===== src/design/ets_pkg.sv =====
// package for the extinction trigger scheduler: APB map, fields, timing
// assumes a 125 MHz core clock; tick rate derived from a divider
package ets_pkg;
	// tick clock period and ring structure
	localparam int TICK_PS         = 24900;
	localparam int CLK_PS          = 8000;
	localparam int TICK_PER_BUNCH  = 68;
	localparam int INTIME_TICKS    = 10;
	localparam int OUTTIME_TICKS   = TICK_PER_BUNCH - INTIME_TICKS;
	localparam int PRESCALE_RST    = 10;
	localparam int MIN_SPACING     = 5;
	localparam int READOUT_TICKS   = 6;
	localparam int DEAD_TICKS      = 1;
	localparam int NUM_PLANES      = 4;
	localparam int PULSE_NS        = 250;
	localparam int PULSE_TICKS     = (PULSE_NS * 1000 + TICK_PS - 1) / TICK_PS;
	// core cycles per tick, rounded down so ticks never drift long
	localparam int CYC_PER_TICK    = TICK_PS / CLK_PS;
	// register byte offsets
	localparam logic [7:0] OFF_CTRL     = 8'h00;
	localparam logic [7:0] OFF_PRESCALE = 8'h04;
	localparam logic [7:0] OFF_MARGIN   = 8'h08;
	localparam logic [7:0] OFF_STATUS   = 8'h0C;
	localparam logic [7:0] OFF_TRIGCNT  = 8'h10;
	localparam logic [7:0] OFF_STAMP    = 8'h14;
	// field positions
	localparam int CTRL_EN_BIT     = 0;
	localparam int STAT_INTIME_BIT = 0;
	localparam int STAT_PULSE_BIT  = 1;
	localparam logic [7:0] MARGIN_RST = 8'h11;
	// trigger command state per plane
	typedef enum logic [1:0]
	{
		ETS_IDLE = 2'b00,
		ETS_READ = 2'b01,
		ETS_DEAD = 2'b10
	} ets_plane_e;
	typedef struct packed
	{
		logic [2:0] up;
		logic [2:0] down;
	} ets_disc_s;
endpackage


===== src/design/ets_sync.sv =====
// two-stage synchroniser for a bus of discriminator levels
// assumes inputs are asynchronous to core_clk
`timescale 1ns/1ps
`default_nettype none
module ets_sync #(
	parameter int W = 6
) (
	input  wire logic         core_clk,
	input  wire logic         rst,
	input  wire logic [W-1:0] din,
	output logic      [W-1:0] dout
);
	typedef struct packed
	{
		logic [W-1:0] s1;
		logic [W-1:0] s2;
	} ets_sync_s;
	ets_sync_s st_q;
	ets_sync_s st_d;
	// first stage is read only by the second
	always_comb
	begin
		st_d = st_q;
		st_d.s1 = din;
		st_d.s2 = st_q.s1;
	end
	always_ff @(posedge core_clk or posedge rst)
	begin
		if (rst)
			st_q <= '0;
		else
			st_q <= st_d;
	end
	assign dout = st_q.s2;
endmodule
`default_nettype wire


===== src/design/ets_plane.sv =====
// one pixel plane trigger command sequencer: read window then dead tick
// assumes tickStb is a single-cycle pulse per tick
`timescale 1ns/1ps
`default_nettype none
module ets_plane (
	input  wire logic core_clk,
	input  wire logic rst,
	input  wire logic tickStb,
	input  wire logic fire,
	output logic      cmdOut,
	output logic      busy,
	output logic      dead
);
	typedef struct packed
	{
		ets_pkg::ets_plane_e st;
		logic [3:0]          cnt;
		logic                cmd;
	} ets_plane_s;
	ets_plane_s st_q;
	ets_plane_s st_d;
	// fire accepted only when idle, so spacing is eight ticks: six read, one dead, one idle
	always_comb
	begin
		st_d = st_q;
		st_d.cmd = 1'b0;
		if (tickStb)
		begin
			case (st_q.st)
				ets_pkg::ETS_IDLE:
				begin
					if (fire)
					begin
						st_d.st = ets_pkg::ETS_READ;
						st_d.cmd = 1'b1;
						st_d.cnt = 4'(ets_pkg::READOUT_TICKS - 1);
					end
				end
				ets_pkg::ETS_READ:
				begin
					if (st_q.cnt == 4'h0)
					begin
						st_d.st = ets_pkg::ETS_DEAD;
						st_d.cnt = 4'(ets_pkg::DEAD_TICKS - 1);
					end
					else
						st_d.cnt = st_q.cnt - 4'h1;
				end
				ets_pkg::ETS_DEAD:
				begin
					if (st_q.cnt == 4'h0)
						st_d.st = ets_pkg::ETS_IDLE;
					else
						st_d.cnt = st_q.cnt - 4'h1;
				end
				default: st_d.st = ets_pkg::ETS_IDLE;
			endcase
		end
	end
	always_ff @(posedge core_clk or posedge rst)
	begin
		if (rst)
			st_q <= '0;
		else
			st_q <= st_d;
	end
	assign cmdOut = st_q.cmd;
	assign busy   = st_q.st != ets_pkg::ETS_IDLE;
	assign dead   = st_q.st == ets_pkg::ETS_DEAD;
	// spacing never below five ticks: fourteen quiet cycles after each
	a_cmd_spacing: assert property
		(@(posedge core_clk) disable iff (rst)
		cmdOut |=> !cmdOut [*8] ##1 !cmdOut [*6])
		else $error("plane command repeated too soon");
	a_dead_no_cmd: assert property
		(@(posedge core_clk) disable iff (rst)
		dead |=> !cmdOut)
		else $error("command issued during dead tick");
endmodule
`default_nettype wire


===== src/design/ets_top.sv =====
// trigger scheduler for a two-stack pixel telescope with APB registers
// assumes discriminator inputs are asynchronous; core_clk is 125 MHz
`timescale 1ns/1ps
`default_nettype none
module ets_top #(
	parameter int NPLANE = ets_pkg::NUM_PLANES
) (
	input  wire logic              core_clk,
	input  wire logic              rst,
	input  wire logic              psel,
	input  wire logic              penable,
	input  wire logic              pwrite,
	input  wire logic [7:0]        paddr,
	input  wire logic [31:0]       pwdata,
	output logic      [31:0]       prdata,
	output logic                   pready,
	output logic                   pslverr,
	input  wire ets_pkg::ets_disc_s disc,
	input  wire logic [15:0]       stampIn,
	output logic      [NPLANE-1:0] upCmd,
	output logic      [NPLANE-1:0] downCmd,
	output logic                   inTime,
	output logic                   pulseStart,
	output logic                   pulseEnd,
	output logic      [7:0]        winFirst,
	output logic      [7:0]        winLast
);
	typedef struct packed
	{
		logic                         en;
		logic [7:0]                   prescale;
		logic [7:0]                   margin;
		logic [4:0]                   div;
		logic [6:0]                   tick;
		logic [7:0]                   psCnt;
		logic                         bunchTaken;
		logic [31:0]                  trigCnt;
		logic [15:0]                  stamp;
		logic                         pend;
		logic [NPLANE-1:0]            hot;
		logic                         inPulse;
		logic                         pStart;
		logic                         pEnd;
		logic [7:0]                   wFirst;
		logic [7:0]                   wLast;
		logic [31:0]                  rdata;
	} ets_top_s;
	ets_top_s st_q;
	ets_top_s st_d;

	ets_pkg::ets_disc_s discS;
	logic [5:0]         discRaw;
	logic [5:0]         discSync;
	logic               tickStb;
	logic               upOk;
	logic               downOk;
	logic               coinc;
	logic               accept;
	logic [NPLANE-1:0]  upBusy;
	logic [NPLANE-1:0]  upDead;
	logic [NPLANE-1:0]  downBusy;
	logic [NPLANE-1:0]  downDead;
	logic [NPLANE-1:0]  upFire;
	logic [NPLANE-1:0]  downFire;
	logic               wrEn;
	logic               rdEn;
	logic [15:0]        stampSync;

	assign discRaw = disc;
	ets_sync #(
		.W(6)
	) u_sync (
		.core_clk(core_clk),
		.rst     (rst),
		.din     (discRaw),
		.dout    (discSync)
	);
	assign discS = discSync;

	// stamp word sits steady around each hit, so a two-flop copy lands
	// whole and keeps pace with the discriminator path latency
	ets_sync #(
		.W(16)
	) u_stamp_sync (
		.core_clk(core_clk),
		.rst     (rst),
		.din     (stampIn),
		.dout    (stampSync)
	);

	// two-of-three majority per side, then both sides together
	assign upOk   = (discS.up[0] & discS.up[1]) | (discS.up[0] & discS.up[2])
		| (discS.up[1] & discS.up[2]);
	assign downOk = (discS.down[0] & discS.down[1])
		| (discS.down[0] & discS.down[2])
		| (discS.down[1] & discS.down[2]);
	assign coinc  = upOk & downOk;

	// tick strobe: divider approximates the accelerator-locked tick
	assign tickStb = st_q.div == 5'(ets_pkg::CYC_PER_TICK - 1);
	assign inTime  = st_q.tick < 7'(ets_pkg::INTIME_TICKS);

	// out-of-time always passes; in-time passes one bunch in N
	always_comb
	begin
		accept = 1'b0;
		if (st_q.en && tickStb && coinc)
		begin
			if (!inTime)
				accept = 1'b1;
			else if (!st_q.bunchTaken
				&& st_q.psCnt >= st_q.prescale - 8'h1)
				accept = 1'b1;
		end
	end

	// one plane per stack fired at a time, waiting while the hot one is busy
	genvar gi;
	generate
		for (gi = 0; gi < NPLANE; gi++)
		begin : g_plane
			assign upFire[gi]   = st_q.hot[gi] & ~upBusy[gi]
				& (st_q.pend | accept);
			assign downFire[gi] = st_q.hot[gi] & ~downBusy[gi]
				& (st_q.pend | accept);
			ets_plane u_up (
				.core_clk(core_clk),
				.rst     (rst),
				.tickStb (tickStb),
				.fire    (upFire[gi]),
				.cmdOut  (upCmd[gi]),
				.busy    (upBusy[gi]),
				.dead    (upDead[gi])
			);
			ets_plane u_down (
				.core_clk(core_clk),
				.rst     (rst),
				.tickStb (tickStb),
				.fire    (downFire[gi]),
				.cmdOut  (downCmd[gi]),
				.busy    (downBusy[gi]),
				.dead    (downDead[gi])
			);
		end
	endgenerate

	// APB: zero wait states, unmapped addresses read zero with no error
	assign wrEn    = psel & penable & pwrite;
	assign rdEn    = psel & ~penable & ~pwrite;
	assign pready  = 1'b1;
	assign pslverr = 1'b0;

	// main next-state process
	always_comb
	begin
		st_d = st_q;
		st_d.pStart = 1'b0;
		st_d.pEnd = 1'b0;
		st_d.div = tickStb ? 5'h0 : st_q.div + 5'h1;
		if (tickStb)
		begin
			// free-running tick counter within one bunch period
			if (st_q.tick == 7'(ets_pkg::TICK_PER_BUNCH - 1))
			begin
				st_d.tick = 7'h0;
				st_d.bunchTaken = 1'b0;
			end
			else
				st_d.tick = st_q.tick + 7'h1;
			// prescaler counts in-time bunches with a candidate
			if (st_q.en && inTime && coinc && !st_q.bunchTaken)
			begin
				st_d.bunchTaken = 1'b1;
				if (st_q.psCnt >= st_q.prescale - 8'h1)
					st_d.psCnt = 8'h0;
				else
					st_d.psCnt = st_q.psCnt + 8'h1;
			end
			// beam pulse edges from the coincidence level sampled each tick
			if (coinc && !st_q.inPulse)
			begin
				st_d.inPulse = 1'b1;
				st_d.pStart = 1'b1;
			end
			else if (!coinc && st_q.inPulse)
			begin
				st_d.inPulse = 1'b0;
				st_d.pEnd = 1'b1;
			end
			// hold a pending trigger until the free hot planes of both stacks take it in one tick
			if (accept || st_q.pend)
				st_d.pend = !((|upFire) && (|downFire));
			if ((|upFire) || (|downFire))
			begin
				// hand the turn on; planes of one stack never share a dead tick
				st_d.hot = {st_q.hot[NPLANE-2:0], st_q.hot[NPLANE-1]};
			end
		end
		if (accept)
		begin
			st_d.trigCnt = st_q.trigCnt + 32'h1;
			// readout window widened by margins each side
			st_d.wFirst = 8'(st_q.tick) - st_q.margin[3:0];
			st_d.wLast = 8'(st_q.tick) + st_q.margin[7:4];
			if (!inTime)
				st_d.stamp = stampSync;
		end
		if (wrEn)
		begin
			case (paddr)
				ets_pkg::OFF_CTRL:     st_d.en = pwdata[ets_pkg::CTRL_EN_BIT];
				ets_pkg::OFF_PRESCALE:
				begin
					st_d.prescale = (pwdata[7:0] == 8'h0) ? 8'h1
						: pwdata[7:0];
					// restart the count so it never sits past a lowered factor
					st_d.psCnt = 8'h0;
				end
				ets_pkg::OFF_MARGIN:   st_d.margin = pwdata[7:0];
				default:               st_d.en = st_q.en;
			endcase
		end
		if (rdEn)
		begin
			case (paddr)
				ets_pkg::OFF_CTRL:     st_d.rdata = {31'h0, st_q.en};
				ets_pkg::OFF_PRESCALE: st_d.rdata = {24'h0, st_q.prescale};
				ets_pkg::OFF_MARGIN:   st_d.rdata = {24'h0, st_q.margin};
				ets_pkg::OFF_STATUS:
					st_d.rdata = {23'h0, st_q.tick, st_q.inPulse, inTime};
				ets_pkg::OFF_TRIGCNT:  st_d.rdata = st_q.trigCnt;
				ets_pkg::OFF_STAMP:    st_d.rdata = {16'h0, st_q.stamp};
				default:               st_d.rdata = 32'h0;
			endcase
		end
	end

	always_ff @(posedge core_clk or posedge rst)
	begin
		if (rst)
		begin
			st_q <= '0;
			st_q.prescale <= 8'(ets_pkg::PRESCALE_RST);
			st_q.margin <= ets_pkg::MARGIN_RST;
			st_q.hot <= NPLANE'(1);
		end
		else
			st_q <= st_d;
	end

	assign prdata     = st_q.rdata;
	assign pulseStart = st_q.pStart;
	assign pulseEnd   = st_q.pEnd;
	assign winFirst   = st_q.wFirst;
	assign winLast    = st_q.wLast;

	// checks
	a_tick_wrap: assert property
		(@(posedge core_clk) disable iff (rst)
		st_q.tick < 7'(ets_pkg::TICK_PER_BUNCH))
		else $error("tick counter out of range");
	a_intime_map: assert property
		(@(posedge core_clk) disable iff (rst)
		inTime == (st_q.tick < 7'(ets_pkg::INTIME_TICKS)))
		else $error("in-time region wrong");
	a_coinc_sides: assert property
		(@(posedge core_clk) disable iff (rst)
		coinc |-> ($countones(discS.up) >= 2 && $countones(discS.down) >= 2))
		else $error("coincidence without both sides");
	a_out_no_pre: assert property
		(@(posedge core_clk) disable iff (rst)
		(st_q.en && tickStb && coinc && !inTime) |-> accept)
		else $error("out-of-time trigger dropped");
	a_one_dead_up: assert property
		(@(posedge core_clk) disable iff (rst)
		$countones(upDead) <= 1)
		else $error("two upstream planes dead");
	a_one_dead_dn: assert property
		(@(posedge core_clk) disable iff (rst)
		$countones(downDead) <= 1)
		else $error("two downstream planes dead");
	a_window_after: assert property
		(@(posedge core_clk) disable iff (rst)
		accept |=> winFirst
			== 8'($past(st_q.tick)) - $past(st_q.margin[3:0]))
		else $error("window margin wrong");
	a_prescale_wrap: assert property
		(@(posedge core_clk) disable iff (rst)
		st_q.psCnt < st_q.prescale)
		else $error("prescale count passed factor");
	a_pulse_pair: assert property
		(@(posedge core_clk) disable iff (rst)
		pulseStart |-> !pulseEnd)
		else $error("pulse start and end together");
	c_out_trig: cover property (@(posedge core_clk) accept && !inTime);
	c_in_trig: cover property (@(posedge core_clk) accept && inTime);
	c_pulse: cover property (@(posedge core_clk) pulseStart);
	c_wrap: cover property (@(posedge core_clk)
		tickStb && st_q.tick == 7'(ets_pkg::TICK_PER_BUNCH - 1));
endmodule
`default_nettype wire


===== config.mk =====
export PLATFORM = sky130hd
export DESIGN_NAME = ets_top
export DESIGN_NICKNAME = d
export VERILOG_FILES = /design/src/design/ets_pkg.sv /design/src/design/ets_sync.sv /design/src/design/ets_plane.sv /design/src/design/ets_top.sv
export SDC_FILE = /design/constraint.sdc
export NUM_CORES = 1
export LEC_CHECK = 0
export ABC_AREA = 1
export BUFFER_PORTS_ARGS = -buffer_cell sky130_fd_sc_hd__buf_2
export CAP_MARGIN = 20
export CELL_PAD_IN_SITES_DETAIL_PLACEMENT = 2
export CELL_PAD_IN_SITES_GLOBAL_PLACEMENT = 2
export CORE_AREA = 4 4 191 193
export DETAILED_ROUTE_END_ITERATION = 8
export DIE_AREA = 0 0 195 197
export MAX_ROUTING_LAYER = met4
export PLACE_DENSITY_LB_ADDON = 0.1
export SLEW_MARGIN = 20
export SYNTH_ARGS = -nofsm -noshare
export SYNTH_HDL_FRONTEND = slang
export SYNTH_SLANG_ARGS = --single-unit

===== constraint.sdc =====
create_clock -name core_clk -period 9.2 [get_ports core_clk]
set_input_delay 0.46 -clock core_clk [delete_from_list [all_inputs] [get_ports core_clk]]
set_output_delay 0.46 -clock core_clk [all_outputs]
set_load 0.02 [all_outputs]

==> flow_summary.ini <==
[clocking]
post_cts.repair.setup_buffers = 0
cts_resized = 0
cts_buffers = 29
clock_latency_ps = 550
ctsHoldBuffers = 1
h-tree-depth = 1
cts.sinks = 242
clk_pin_slew_ps = 60
clock-root-buffer = clkbuf_16
cts_tree = built
cts_buffer_depth = 3

[synth]
yosysUniqueCellTypes = 59
ys_seq_area_share_pct = 47.7
syn_inst = 1438
syn_area_per_cell_um2 = 8.83
synth.cell_area_um2 = 12700
ys_ff_latch = 242
synth_edf_count = 0
synthesis.nets = 1576
yosys_warnings = 0
postSynth.asyncResetShare_pct = 100
ys.flop_type = dfrtp_1

[timing]
setup_viol = 0
timing.hold.ws_ps = 25.6
tightest_slew_ps = 1040
slew_violations = 0
hold_viol = 0
fmax_mhz = 290
post-route-period-util_pct = 37.5
period_minus_slack_ps = 3450
rsz0062_at_grt = false
skew_ps = 20.2
timing.final.ws_setup_ps = 5750
relSlewSlack_pct = 30.3
fin_setup_tns_ps = 0

[critical_path]
crit_type = reg -> reg
r2r_cells = 19
critPathBufInv = 2
crit_top_cell = nand2_1
worstSetupEndpointType = register
crit_path_top_delay_cell = dfrtp_1
r2r_start = st_q[133]
rrSetupSlack_ps = 5750
start_kind = register
cp-startpoint = st_q[133]
cp_cell_sequence = inv_1 > ha_1 > nand2_1 > nor3_1 > xor2_1 > inv_1 > ha_1 > nand2_1 > o21a_1 > nand2_2 > nand2_1 > nand2_4 > nand2_8 > nand2_8 > nand2_2 > a21oi_4 > nand2_2 > nand2_1 > nand2_1
critPathMaxFanout = 43
arrival_ps = 3870
required_ps = 9630
r2r_end = g_plane[3].u_down.st_q[1]
cp_top_family = simple AND/OR/NAND/NOR gates
slowest_delay_ps = 360

[drt]
routed_wl_um = 33600
met3_length_um = 826
drtIter0Drc = 344
wl_per_cell_um = 17.1
wl_met2_um = 17100
via_count = 9727
routed_via_density = 4.94
remaining_drc_errors = 0
firstDrtPassIters = 4
highest_layer = met4
m1WireLength_um = 15100
antenna_left = 0

[power_and_ir_drop]
power.leakage_nw = 6.84
power_mw = 2.37
p_sw_uw = 529
cell_internal_pwr_mw = 1.84
clkPwrFrac_pct = 50.3
switching_share_pct = 22.3
power_density_nw_per_um2 = 166
seq_power_share_pct = 46.0
ir_worst_vdd_mv = 0.126
combPwrFrac_pct = 3.6

[finish]
drive_gt1_share_pct = 14.8
post-route-util_pct = 41.3
final_nets = 1627
area_growth_pct = 12.4
nFillCells = 3923

[die]
start_util_pct = 36.8
dieArea_um2 = 38400
die_h_um = 197
core_area_um2 = 34500
io_pins = 128
dieWidth_um = 195
num_rows = 68

[min_path]
hold_path_class = in -> reg
whs_endpoint = u_stamp_sync.st_d[14]
min_path_cells = 1
hp-start = stampIn[14]

[global_route]
antenna_found_initial = 1
grt_pass1_vias = 10900
grt_max_degree = 144
grt_usage_pct = 18.1
grt.overflow.total = 0
grt_pass1_wl_um = 56600

[job]
maxCapViolations = 0

[placement]
hpwl_um = 24500
dp_slack_ps = 5690
io_buffers = 101
globalplace.congestion = 0.789

[run_status]
status = complete, no violations
## power groups by stage
stage | registers (mW) | clock network, mW | logic, mW
after detailed placement | 1.11 | 0 | 0.0887
after global routing | 1.09 | 1.28 | 0.0995
after CTS | 1.09 | 1.23 | 0.0900
final | 1.09 | 1.19 | 0.0861
after floorplan | 1.11 | 0 | 0.0562
after global placement | 1.11 | 0 | 0.0860
## flip-flops by register name, summed over array words and instances (netlist names)
signal and flops:
g_plane.u_down.cmdOut 4, g_plane.u_down.st_q 24, g_plane.u_up.cmdOut 4, g_plane.u_up.st_q 24
prdata 32, pulseEnd 1, pulseStart 1, st_q 92
u_stamp_sync.dout 16, u_stamp_sync.st_d 16, u_sync.dout 6, u_sync.st_d 6
winFirst 8, winLast 8
## placed cells by master, fill, tap and decap left out, types with 8 or more instances in the layout
| cell | count |
|---|---|
| a21oi_1 | 30 |
| buf_2 | 101 |
| clkbuf_16 | 29 |
| dfrtp_1 | 237 |
| ha_1 | 69 |
| inv_1 | 164 |
| nand2_1 | 330 |
| nand2_2 | 13 |
| nand3_1 | 55 |
| nand3b_1 | 11 |
| nand4_1 | 18 |
| nor2_1 | 95 |
| nor3_1 | 25 |
| nor4_1 | 8 |
| o21ai_0 | 101 |
| o21ai_1 | 13 |
| o22ai_1 | 13 |
| o31ai_1 | 15 |
| xnor2_1 | 16 |
| xor2_1 | 46 |
## worst register-to-register path, stage by stage (launching register included)
cell and delay, ps:
dfrtp_1 360, inv_1 170, ha_1 220, nand2_1 100, nor3_1 200, xor2_1 180, inv_1 70, ha_1 270
nand2_1 60, o21a_1 200, nand2_2 150, nand2_1 120, nand2_4 100, nand2_8 190, nand2_8 240, nand2_2 140
a21oi_4 280, nand2_2 130, nand2_1 100, nand2_1 50
## stage by stage
stage                     std cells  instance area [um^2]
after floorplan                1438                 12700
after global placement         1912                 13300
after detailed placement       1912                 13300
after CTS                      1966                 14300
after global routing           1967                 14300
final                          1968                 14300
## kinds of logic (layout without fill, tap and decap cells)
logic type	Yosys count	after routing	synth area share (%)
AO/OA/AOI/OAI	208	208	9.82
XOR/XNOR	62	62	4.28
flip-flops	242	242	47.7
adder cells (fa/ha/maj)	73	73	7.29
AND/OR/NAND/NOR	586	586	20.7
buffers and inverters	259	332	9.56
other	2	4	0.0591
multiplexers	6	6	0.532
## cell usage after synthesis, types with 3 or more instances
cell / count / share of area (%)
a211oi_1: 6 / 0.35
a21oi_1: 30 / 1.2
a21oi_4: 4 / 0.51
a31oi_1: 5 / 0.25
buf_1: 3 / 0.089
buf_2: 7 / 0.28
buf_4: 58 / 3.4
clkbuf_1: 16 / 0.47
dfrtp_1: 237 / 47
dfstp_2: 5 / 1.0
ha_1: 69 / 6.8
inv_1: 165 / 4.9
inv_2: 6 / 0.18
mux2_2: 6 / 0.53
nand2_1: 330 / 9.8
nand2_2: 13 / 0.64
nand2_4: 3 / 0.27
nand3_1: 55 / 2.2
nand3_2: 5 / 0.39
nand3b_1: 11 / 0.65
nand4_1: 18 / 0.89
nor2_1: 95 / 2.8
nor2_2: 4 / 0.20
nor2_4: 3 / 0.27
nor3_1: 25 / 0.99
nor3_2: 3 / 0.24
nor4_1: 8 / 0.39
o21ai_0: 101 / 4.0
o21ai_1: 13 / 0.51
o21bai_1: 5 / 0.30
o22ai_1: 13 / 0.64
o31ai_1: 15 / 0.89
or2_2: 5 / 0.25
xnor2_1: 16 / 1.1
xor2_1: 46 / 3.2
## worst max path at each step
| stage | endpoint | slack (ps) | cells after the start |
|---|---|---|---|
| after floorplan | g_plane[0].u_down.cmdOut | 2100 | 1 |
| after global placement | g_plane[3].u_down.st_q[1] | 5810 | 19 |
| after detailed placement | g_plane[3].u_down.st_q[1] | 5690 | 19 |
| after CTS | g_plane[3].u_down.st_q[1] | 5650 | 19 |
| after global routing | g_plane[3].u_down.st_q[1] | 5460 | 20 |
| final | g_plane[3].u_down.st_q[1] | 5750 | 19 |
## routing by layer
layer	vias to the layer above	GRT usage, %
met5	-	-
met1	4905	22.4
met2	97	32.5
met4	0	3.13
li1	4684	-
met3	41	2.00
## area by class of cell
cell class / instances / area (um^2) / share of cell area, %
flip-flops and latches: 242 / 6060 / 42.5
diodes: 2 / 5.00 / 0.0351
repair buffers: 106 / 558 / 3.91
inverters: 173 / 657 / 4.60
multi-input cells: 937 / 5420 / 38.0
well taps: 455 / 569 / 3.99
clock buffers: 39 / 823 / 5.77
clock inverters: 14 / 180 / 1.26
Note: power is estimated with default switching activity, not from simulation.
